### config.mk
export PLATFORM = sky130hd
export DESIGN_NAME = prlc_ctrl
export DESIGN_NICKNAME = d
export VERILOG_FILES = /design/src/prlc_pkg.sv /design/src/prlc_ctrl.sv
export VERILOG_INCLUDE_DIRS = /design/src
export SDC_FILE = /design/constraint.sdc
export NUM_CORES = 1
export LEC_CHECK = 0
export BUFFER_PORTS_ARGS = -buffer_cell sky130_fd_sc_hd__buf_2
export CAP_MARGIN = 25
export CORE_MARGIN = 8
export CORE_UTILIZATION = 55
export DETAILED_ROUTE_END_ITERATION = 7
export PLACE_DENSITY = 0.83
export SYNTH_ARGS = -nofsm -noshare
export SYNTH_HDL_FRONTEND = slang
export SYNTH_SLANG_ARGS = --single-unit
export TNS_END_PERCENT = 100
### constraint.sdc
create_clock -name clk -period 8.15 [get_ports clk]
set_input_delay 1.63 -clock clk [delete_from_list [all_inputs] [get_ports clk]]
set_output_delay 1.63 -clock clk [all_outputs]
set_load 0.02 [all_outputs]
### src/prlc_cfg.svh
// Constants for the PWM run, load and counter-clear control block.
`ifndef PRLC_CFG_SVH
`define PRLC_CFG_SVH

`define PRLC_AW           8
`define PRLC_DW           8
`define PRLC_CW           16
`define PRLC_CH           6
`define PRLC_SELW         3
`define PRLC_NEV          4

`define PRLC_ADDR_CTRL    8'hd7
`define PRLC_ADDR_MASK    8'hd8
`define PRLC_ADDR_STAT    8'hd9

`define PRLC_CTRL_RST     8'h00
`define PRLC_MASK_RST     4'h0
`define PRLC_STAT_RST     4'h0
`define PRLC_CNT_ZERO     16'h0000
`define PRLC_CNT_ONE      16'h0001
`define PRLC_RD_ZERO      8'h00
`define PRLC_ALL_ONES     8'hff
`define PRLC_BIT_ONE      8'h01

`define PRLC_B_RUN        7
`define PRLC_B_LOAD       6
`define PRLC_B_FLAG       5
`define PRLC_B_CLR        4

`define PRLC_EV_LOAD      0
`define PRLC_EV_CLR       1
`define PRLC_EV_FLAG      2
`define PRLC_EV_BRAKE     3

`endif

### src/prlc_pkg.sv
// Types shared by the PWM run, load and counter-clear control block.
`include "prlc_cfg.svh"
`default_nettype none

package prlc_pkg;

  typedef enum logic [1:0] {
    PRLC_PT_FALL,
    PRLC_PT_RISE,
    PRLC_PT_CENTER,
    PRLC_PT_END
  } prlc_point_e;

  typedef logic [`PRLC_CW-1:0] prlc_cnt_t;

  typedef struct packed {
    logic                          run;
    logic                          load_pend;
    logic                          flag;
    logic                          clr_pend;
    prlc_cnt_t                     cnt;
    prlc_cnt_t                     period;
    logic [`PRLC_CH-1:0][`PRLC_CW-1:0] duty;
    logic [`PRLC_CH-1:0]           pg;
    logic                          period_end;
    logic [`PRLC_NEV-1:0]          mask;
    logic [`PRLC_NEV-1:0]          stat;
    logic [`PRLC_DW-1:0]           rdata;
  } prlc_state_s;

endpackage

`default_nettype wire

### src/prlc_ctrl.sv
// Run, buffered load, period-point flag and counter clear of a PWM unit.
//
// Behaviour
// - Run enable bit 7: 0 holds generator idle, 1 counts and drives waveforms.
// - Writing 1 to bit 6 arms period and duty load at period end.
// - Loaded period and duty apply from the next PWM cycle onward.
// - Load bit reads 1 while pending, hardware clears it after transfer.
// - Flag bit 5 set at selected channel and point; software clears it.
// - Writing 1 to bit 4 zeroes the 16-bit counter; 0 does nothing.
// - Clear bit reads 1 until counter zeroed, then hardware clears it.
// - Control register at D7H, bit-writable, resets to all zeros.
// - Fault brake clears run enable until software sets it again.
//
// Our own choice: the address-and-strobe port.
`include "prlc_cfg.svh"
`default_nettype none

module prlc_ctrl (
  // Clock and reset.
  input  wire logic                        clk,
  input  wire logic                        rst_n,
  // Register port.
  input  wire logic [`PRLC_AW-1:0]         addr,
  input  wire logic [`PRLC_DW-1:0]         wdata,
  input  wire logic                        wr,
  input  wire logic                        rd,
  output logic      [`PRLC_DW-1:0]         rdata,
  // Single-bit write at addr.
  input  wire logic                        bit_wr,
  input  wire logic [2:0]                  bit_sel,
  input  wire logic                        bit_val,
  // Staged period and duty from the period and duty registers.
  input  wire logic [`PRLC_CW-1:0]         period_in,
  input  wire logic [`PRLC_CH*`PRLC_CW-1:0] duty_in,
  // Flag point selection and fault brake.
  input  wire logic [`PRLC_SELW-1:0]       flag_channel_select,
  input  wire logic [1:0]                  flag_point_type,
  input  wire logic                        fault_brake,
  // Generator state.
  output logic                             generator_run_enable,
  output logic                             period_point_flag,
  output logic      [`PRLC_CW-1:0]         counter,
  output logic      [`PRLC_CW-1:0]         period_buf,
  output logic      [`PRLC_CH*`PRLC_CW-1:0] duty_buf,
  output logic      [`PRLC_CH-1:0]         pg,
  output logic                             period_end,
  // Interrupt.
  output logic                             irq
);

  prlc_pkg::prlc_state_s q;
  prlc_pkg::prlc_state_s d;

  logic [`PRLC_DW-1:0]  wmask;
  logic [`PRLC_DW-1:0]  wval;
  logic                 ctrl_wr;
  logic                 ev_load;
  logic                 ev_clr;
  logic                 ev_flag;
  logic                 ev_brake;
  logic                 wrap;
  logic                 pt_hit;
  logic                 sel_ok;
  logic [`PRLC_NEV-1:0] ev;
  logic [`PRLC_DW-1:0]  ctrl_rd;
  prlc_pkg::prlc_point_e pt;

  always_comb begin
    d        = q;
    wmask    = '0;
    wval     = '0;
    ev_load  = 1'b0;
    ev_clr   = 1'b0;
    ev_flag  = 1'b0;
    ev_brake = 1'b0;
    pt_hit   = 1'b0;
    pt       = prlc_pkg::prlc_point_e'(flag_point_type);
    sel_ok   = 32'(flag_channel_select) < `PRLC_CH;

    // Byte write and single-bit write share one masked path.
    ctrl_wr = (wr || bit_wr) && (addr == `PRLC_ADDR_CTRL);
    if (wr) begin
      wmask = `PRLC_ALL_ONES;
      wval  = wdata;
    end else if (bit_wr) begin
      wmask = `PRLC_BIT_ONE << bit_sel;
      wval  = {`PRLC_DW{bit_val}};
    end

    // Counter advances only while running; wrap marks period end.
    wrap = q.run && (q.cnt == q.period);
    if (q.run) begin
      if (wrap) begin
        d.cnt = `PRLC_CNT_ZERO;
      end else begin
        d.cnt = q.cnt + `PRLC_CNT_ONE;
      end
    end
    d.period_end = wrap;

    // Pending load completes at the wrap, so the new values start
    // the cycle that begins at count zero.
    if (q.load_pend && wrap) begin
      d.period    = period_in;
      d.duty      = duty_in;
      d.load_pend = 1'b0;
      ev_load     = 1'b1;
    end

    // A pending clear zeroes the counter one edge after the write.
    if (q.clr_pend) begin
      d.cnt      = `PRLC_CNT_ZERO;
      d.clr_pend = 1'b0;
      ev_clr     = 1'b1;
    end

    // Software writes to the control bits; bits 3..0 have no storage.
    if (ctrl_wr) begin
      if (wmask[`PRLC_B_RUN]) begin
        d.run = wval[`PRLC_B_RUN];
      end
      if (wmask[`PRLC_B_LOAD] && wval[`PRLC_B_LOAD]) begin
        d.load_pend = 1'b1;
      end
      if (wmask[`PRLC_B_FLAG]) begin
        d.flag = wval[`PRLC_B_FLAG];
      end
      if (wmask[`PRLC_B_CLR] && wval[`PRLC_B_CLR]) begin
        d.clr_pend = 1'b1;
      end
    end

    // Brake overrides a same-cycle software start for safety.
    if (fault_brake) begin
      d.run    = 1'b0;
      d.cnt    = `PRLC_CNT_ZERO;
      ev_brake = q.run;
    end

    // Waveforms follow the next count, so they stay aligned with it.
    for (int i = 0; i < `PRLC_CH; i++) begin
      d.pg[i] = d.run && (d.cnt < d.duty[i]);
    end

    // Period-point detection on the selected channel.
    if (sel_ok && q.run) begin
      unique case (pt)
        prlc_pkg::PRLC_PT_FALL: begin
          pt_hit = q.pg[flag_channel_select] && !d.pg[flag_channel_select];
        end
        prlc_pkg::PRLC_PT_RISE: begin
          pt_hit = !q.pg[flag_channel_select] && d.pg[flag_channel_select];
        end
        prlc_pkg::PRLC_PT_CENTER: begin
          pt_hit = q.cnt == (q.period >> 1);
        end
        prlc_pkg::PRLC_PT_END: begin
          pt_hit = wrap;
        end
      endcase
    end
    // A hardware set wins over a same-cycle software clear.
    if (pt_hit) begin
      d.flag  = 1'b1;
      ev_flag = 1'b1;
    end

    // Interrupt mask and sticky status; a read clears, an event wins.
    if (wr && (addr == `PRLC_ADDR_MASK)) begin
      d.mask = wdata[`PRLC_NEV-1:0];
    end
    if (rd && (addr == `PRLC_ADDR_STAT)) begin
      d.stat = `PRLC_STAT_RST;
    end
    ev                 = '0;
    ev[`PRLC_EV_LOAD]  = ev_load;
    ev[`PRLC_EV_CLR]   = ev_clr;
    ev[`PRLC_EV_FLAG]  = ev_flag;
    ev[`PRLC_EV_BRAKE] = ev_brake;
    d.stat             = d.stat | ev;

    // Read data from current state, valid the cycle after the strobe.
    ctrl_rd                = `PRLC_RD_ZERO;
    ctrl_rd[`PRLC_B_RUN]   = q.run;
    ctrl_rd[`PRLC_B_LOAD]  = q.load_pend;
    ctrl_rd[`PRLC_B_FLAG]  = q.flag;
    ctrl_rd[`PRLC_B_CLR]   = q.clr_pend;
    d.rdata                = `PRLC_RD_ZERO;
    if (rd) begin
      unique case (addr)
        `PRLC_ADDR_CTRL: begin
          d.rdata = ctrl_rd;
        end
        `PRLC_ADDR_MASK: begin
          d.rdata = {{(`PRLC_DW-`PRLC_NEV){1'b0}}, q.mask};
        end
        `PRLC_ADDR_STAT: begin
          d.rdata = {{(`PRLC_DW-`PRLC_NEV){1'b0}}, q.stat};
        end
        default: begin
          d.rdata = `PRLC_RD_ZERO;
        end
      endcase
    end
  end

  always_ff @(posedge clk or negedge rst_n) begin
    if (!rst_n) begin
      q <= '0;
    end else begin
      q <= d;
    end
  end

  assign rdata                = q.rdata;
  assign generator_run_enable = q.run;
  assign period_point_flag    = q.flag;
  assign counter              = q.cnt;
  assign period_buf           = q.period;
  assign duty_buf             = q.duty;
  assign pg                   = q.pg;
  assign period_end           = q.period_end;
  assign irq                  = |(q.stat & q.mask);

endmodule

`default_nettype wire

==> results of run 1 <==
worst max-delay path by stage:
stage	to	start
2_1_floorplan	q[10]	fault_brake
3_3_place_gp	q[10]	fault_brake
3_5_place_dp	q[10]	fault_brake
4_1_cts	q[10]	counter[1]
5_1_grt	q[10]	counter[1]
6_report	q[10]	counter[1]
sequential cells by signal (all words and copies together), names as in the netlist:
| register | cells |
|---|---|
| duty_buf | 96 |
| counter | 16 |
| period_buf | 16 |
| q | 8 |
| rdata | 8 |
| pg | 6 |
| ctrl_rd | 2 |
| generator_run_enable | 1 |
| period_end | 1 |
| period_point_flag | 1 |
logic make-up after synthesis:
kind of cell | after synthesis
AO/OA/AOI/OAI | 120
flip-flops | 155
XOR/XNOR | 43
adder cells (fa/ha/maj) | 91
multiplexers | 14
buffers and inverters | 285
AND/OR/NAND/NOR | 511
placed cells by master (no fill, tap or decap), types with 4 or more instances in the layout:
cell type / instances
a31oi_1: 4
and4_1: 4
buf_4: 12
o21a_1: 4
a21o_1: 11
a211oi_1: 4
nand2b_1: 10
nand2_1: 276
mux2i_1: 8
nor2b_1: 6
nand4_1: 22
inv_1: 106
clkbuf_16: 17
o21ai_0: 30
buf_2: 287
inv_6: 6
dfrtp_1: 155
nor3_1: 16
nor2_1: 35
and3_1: 8
and2_1: 90
nor4_1: 11
clkinvlp_4: 6
nand3_1: 15
ha_1: 91
xnor2_1: 15
mux2_2: 5
a21oi_1: 30
xor2_1: 28
power by group:
part / leakage, nW / switching [W] / internal, W
clock: 0.253 / 0.000350 / 0.000403
sequential: 1.58 / 0.00000229 / 0.000772
combinational: 4.15 / 0.0000373 / 0.0000314
total: 5.98 / 0.000390 / 0.00121
worst max-delay path: cells and delay by family, from the launching register on:
kind | cells | cell delay (ps)
buf+inv | 1 | 480
compound gates | 5 | 1360
fa+ha+maj | 1 | 250
xor+xnor | 1 | 200
simple gates | 8 | 2360
flops | 1 | 500
layer usage:
| layer | global-route usage (%) | wire [um] | vias to the layer above |
|---|---|---|---|
| met2 | 44.3 | 15000 | 390 |
| li1 | - | - | 4145 |
| met3 | 6.89 | 2540 | 71 |
| met4 | 12.3 | 1080 | 2 |
| met5 | 0 | 9 | - |
| met1 | 31.6 | 12500 | 4147 |
final cells by class:
cell class                 count  area (um2)  share of cell area [%]
multi-input combinational    779        4920                    42.5
timing repair buffer         300        1540                    13.3
clock buffer                  18         439                    3.79
sequential                   155        3880                    33.5
clock inverter                14         111                   0.961
antenna                        3        7.51                  0.0648
tap                          234         293                    2.53
inverter                     107         402                    3.46
synthesized netlist by cell type, drive strengths merged (3+ instances only):
library cell and instances:
dfrtp 155, buf 152, o21ai 31, a31oi 4, or3 3, nor4 12
inv 107, a2111oi 3, xnor2 15, and3 8, nand2 278, nand2b 10
nor2 36, nand3b 3, and4 4, nor2b 6, a22oi 3, a21o 11
mux2 5, a211oi 4, and2 90, clkbuf 26, xor2 28, mux2i 8
nor3 17, nand4 22, a211o 3, a21oi 30, ha 91, nand3 15
o21a 4
stage by stage:
step	instances	worst slack, ps	util (%)	instance area (um2)
CTS	1606	2970	62.1	11600
global route	1609	2630	62.2	11600
detailed placement	1574	2730	59.1	11000
global placement	1573	2790	59.1	11000
floorplan	1219	3380	-	10400
finish	1610	2910	62.2	11600
==> flow_summary.yaml, run 1 <==
cts:
  cts_buffers: 17
  cts.sinks: 155
  path_clk_slew_ps: 60
  ctsLongestPathBuffers: 2
  clock_latency_ps: 430
  cts_tree: "yes"
  root_buffer: "clkbuf_16"
  postCtsSetupBuffers: 0
  postCtsHoldBufs: 0
  ctsResizeCount: 0
  ctsHtreeMaxLevel: 4
sta:
  maxSlewViolCount: 0
  fin_crit_sh_pct: 64.4
  finalHoldViolCount: 0
  fin_tns_setup_ps: 0
  fin_hold_ws_ps: 505
  rsz0062_at_grt: "false"
  skew_ps: 11.8
  final-setup-viol-count: 0
  fin_crit_ps: 5240
  max_slew_margin_pct: 31.4
  worstMarginPinSlew_ps: 1020
  timing.fmax_mhz: 191
drt:
  route.vias.total: 8755
  totalWireLength_um: 31200
  drt_iter0_drc: 638
  wl_per_cell_um: 19.4
  first_pass_iters: 5
  vias_per_cell: 5.44
  ant_nets: 0
  drc_errors: 0
yosys:
  synthTopCellsByArea: "dfrtp_1 37%, ha_1 11%, buf_4 10%, nand2_1 10%, and2_1 5.4%"
  synth_mux_area_share_pct: 1.53
  synth_edf_count: 0
  syn_avg_cell_area_um2: 8.53
  syn_inst: 1219
  synth_cell_types: 67
  synth-xor-area-share_pct: 3.62
  synth_ff_type: "dfrtp_1"
  synth-compound-area-share_pct: 7.78
  syn_nets: 1453
  synth_top_area_share_pct: 37.3
  ys_ff_latch: 155
  synth_warnings: 0
  ys_seq_area_share_pct: 37.3
  synthSimpleGateAreaFrac_pct: 23.3
  syn_area_um2: 10400
  synth_fa_ha_area_share_pct: 10.9
  synthArstFlopShare_pct: 100
  synth_top_area_cell: "dfrtp_1"
  synth_top_family_by_area: "simple AND/OR/NAND/NOR gates"
layout:
  areaGrowthSynthToFinish_pct: 11.4
  drive_above_1_share_pct: 25.2
  fill_cells: 1624
  nets: 1594
floorplanning:
  start_util_pct: 55.8
  core_um2: 18600
  die_y_um: 154
  boundaryPins: 289
  rows: 50
  dieWidth_um: 154
  dieArea_um2: 23600
critical_path:
  critPathMaxStageDelay_ps: 610
  slowest_stage: "and3b_1"
  reg2reg_from: "counter[1]"
  reg2reg_depth: 16
  cp-start-kind: "flop"
  critPathRequiredTime_ps: 8510
  end_kind: "flop"
  reg2reg_slack_ps: 2910
  cp.arrival_ps: 5600
  r2r-end: "q[10]"
  path_cells: "xor2_1 -> nor4_2 -> and3b_1 -> nand2_4 -> buf_4 -> nand2_1 -> and2_1 -> ha_1 -> a2111oi_0 -> o21ai_0 -> o21ai_0 -> nand2_1 -> o311ai_0 -> o32ai_1 -> or3b_1 -> nand3_1"
  crit_fanout: 58
  critical_path_class: "flop to flop"
run:
  max_cap_violations: 0
worst_hold_path:
  hp-class: "flop to flop"
  hold_path_depth: 2
  hp-start: "duty_buf[43]"
  whs_endpoint: "duty_buf[43]"
pwr:
  pwr_density_cell_nw_per_um2: 138
  ir_drop_uv: 142
  p_leak_nw: 5.98
  finalPower_w: 0.00160
grt:
  antenna_found_initial: 3
  grt_usage_pct: 26.5
  grt_pass1_vias: 9100
  grt_pass1_wl_um: 49000
  grt_max_degree: 96
  overflow: 0
placement:
  port_buffers: 288
  hpwl_um: 24200
  gp_congestion: 0.977
status:
  status: "complete, no violations"
(Power assumes the default switching activity.)
==> run 2, diff against run 1 <==
ABC_AREA = 1   (was default)
CORE_UTILIZATION = 54   (was 55)
PLACE_DENSITY = 0.82   (was 0.83)
clock period = 5.1 ns   (was 8.15 ns; I/O delays follow)
==> run 2 against run 1 <==
Net effect: worst setup slack got worse by 2400 ps; utilization decreased by 0.24 points; critical path depth increased by 9; final cell count increased by 10%; wire length increased by 2.3%; count of clock-buffer cells in the layout unchanged; largest power group is now the clock network; clock skew increased by 2.5 ps; critical endpoint is now period_point_flag; hold slack got worse by 3.9 ps.
==> flow_summary.yaml, run 2 <==
critical_path:
  critPathMaxStageDelay_ps: 590
  crit_buf_inv: 4
  critical_path_class: "flop to flop"
  cp-start-kind: "flop"
  slowest_stage: "nor4_1"
  cp.arrival_ps: 4900
  end_kind: "flop"
  critPathRequiredTime_ps: 5400
  cp_common_cell: "nand2_1"
  path_delay_family: "simple AND/OR/NAND/NOR gates"
  crit_fanout: 8
sta:
  max_slew_margin_pct: 34.5
  rsz0062_at_grt: "false"
  setup_slack_ps: 498
  finalHoldViolCount: 0
  fin_crit_ps: 4600
  timing.fmax_mhz: 217
  fin_crit_sh_pct: 90.2
  fin_tns_setup_ps: 0
  final-setup-viol-count: 0
  worstMarginPinSlew_ps: 979
  skew_ps: 14.3
  maxSlewViolCount: 0
placement:
  gp_congestion: 0.935
  hpwl_um: 25100
  placedCellCount: 1744
  post-place-ws_ps: 608
  port_buffers: 288
yosys:
  synthArstFlopShare_pct: 100
  ys_ff_latch: 155
  synth_cell_types: 40
  synth_top_area_share_pct: 37.5
  syn_inst: 1383
  synth_edf_count: 0
  syn_area_um2: 10300
  synth_warnings: 0
  syn_avg_cell_area_um2: 7.48
  synth_common_cells: "462 x nand2_1, 167 x inv_1, 155 x dfrtp_1"
  synth.most_common_cell: "nand2_1"
  ys_seq_area_share_pct: 37.5
  synth_ff_type: "dfrtp_1"
  syn_nets: 1617
  synthTopCellsByArea: "dfrtp_1 37%, nand2_1 17%, ha_1 11%, buf_4 10%, inv_1 6.1%"
  synth_top_area_cell: "dfrtp_1"
drt:
  drt_iter0_drc: 524
  drc_errors: 0
  vias_per_cell: 5.24
  route.vias.total: 9307
  first_pass_iters: 5
  totalWireLength_um: 31900
  wl_per_cell_um: 18.0
  ant_nets: 0
cts:
  postCtsHoldBufs: 0
  cts_buffers: 17
  cts.sinks: 155
  postCtsSetupBuffers: 0
  root_buffer: "clkbuf_16"
  ctsLongestPathBuffers: 2
  path_clk_slew_ps: 60
  clock_latency_ps: 430
  cts_tree: "yes"
  ctsHtreeMaxLevel: 4
grt:
  grt_max_degree: 76
  grt_pass1_wl_um: 49600
  grt_pass1_vias: 9368
  grt_usage_pct: 26.4
  antenna_found_initial: 3
  overflow: 0
pwr:
  clkPwrFrac_pct: 47.8
  switching_share_pct: 23.9
  p_seq_share_pct: 45.9
  p_comb_share_pct: 6.3
  switchingPower_w: 0.000655
  p_leak_nw: 7.00
  ir_drop_uv: 208
  power.internal_w: 0.00208
  pwr_density_cell_nw_per_um2: 235
layout:
  fill_cells: 1686
  seqCellArea_um2: 3880
  instances_no_fill: 1775
  diodes: 0
  nets: 1763
  final_common_cell: "nand2_1"
  areaGrowthSynthToFinish_pct: 12.4
  drive_above_1_share_pct: 23.5
  largest_reg_flops: 96
  multi_input_area_um2: 4650
  layout_common_cells: "462 x nand2_1, 287 x buf_2, 167 x inv_1, 155 x dfrtp_1, 97 x nor2_1"
floorplanning:
  start_util_pct: 55.1
  die_y_um: 154
  boundaryPins: 289
  core_um2: 18800
  dieWidth_um: 154
  dieArea_um2: 23800
  rows: 50
status:
  status: "complete, no violations"
worst_hold_path:
  hp-class: "flop to flop"
run:
  max_cap_violations: 0
[run 2: changes by cell type in the layout (fill, tap and decap cells not counted), moves of 12 or more]
| cell | previous run | this run |
|---|---|---|
| nand3_1 | 15 | 28 |
| and2_1 | 90 | 1 |
| inv_1 | 106 | 167 |
| inv_2 | 1 | 13 |
| nand2_1 | 276 | 462 |
| o22ai_1 | 2 | 16 |
| a21oi_1 | 30 | 69 |
| xor2_1 | 28 | 6 |
| nor2_1 | 35 | 97 |
[run 2: worst paths after layout]
path                               from                end  slack [ps]  cells after the start
setup / recovery             counter[2]  period_point_flag         500                     25
hold / removal             duty_buf[17]       duty_buf[17]         500                      2
setup reg to reg             counter[2]  period_point_flag         500                     25
hold reg to reg            duty_buf[17]       duty_buf[17]         500                      2
max in group asynchronous         rst_n       duty_buf[46]        3440                      2
min in group asynchronous         rst_n       duty_buf[73]         610                      1
[run 2: timing repair]
action / in CTS / in global routing
resized for setup: 0 / 1
endpoints found under the setup margin: 0 / 1
hold endpoints to repair: 0 / 0
[run 2: layout make-up]
cell class,instances,area share (%)
repair buffers,297,13.1
well taps,234,2.52
multi-input cells,877,40.0
inverters,181,5.84
flip-flops and latches,155,33.4
clock buffers,18,3.69
clock inverters,13,1.43
[run 2: power groups by stage]
stage	combinational, W	sequential (W)	clock (W)
floorplan	0.0000743	0.00127	0
global placement	0.000171	0.00128	0
detailed placement	0.000173	0.00128	0
CTS	0.000173	0.00126	0.00132
global route	0.000191	0.00126	0.00137
finish	0.000172	0.00126	0.00131
[run 2: worst min-delay path: stages (launching register included)]
cell,delay [ps]
dfrtp_1,340
nand2_1,50
nand2_1,70
[run 2: cells by family (layout without fill, tap and decap cells)]
| kind of cell | after synthesis | after routing | share of synthesized area [%] |
|---|---|---|---|
| AND/OR/NAND/NOR | 639 | 639 | 25.0 |
| buffers and inverters | 351 | 509 | 18.0 |
| flip-flops | 155 | 155 | 37.5 |
| AO/OA/AOI/OAI | 137 | 137 | 7.64 |
| adder cells (fa/ha/maj) | 91 | 91 | 11.0 |
| XOR/XNOR | 10 | 10 | 0.847 |
[run 2: routing by layer]
layer	vias up	global-route usage, %	part of all wire (%)	routed length (um)
li1	4510	-	-	-
met1	4342	31.8	41	13200
met2	370	44.5	48	15400
met3	79	6.32	7.0	2230
met4	6	11.3	3.4	1080
met5	-	0	0.13	40
[run 2: through the flow]
step	area [um2]	hold slack [ps]	power [W]	utilization, %
after floorplan	10300	449	0.00135	-
after global placement	11000	478	0.00145	58.7
after detailed placement	11000	484	0.00145	58.7
after CTS	11600	500	0.00275	61.9
after global routing	11600	517	0.00282	61.9
final	11600	501	0.00274	61.9
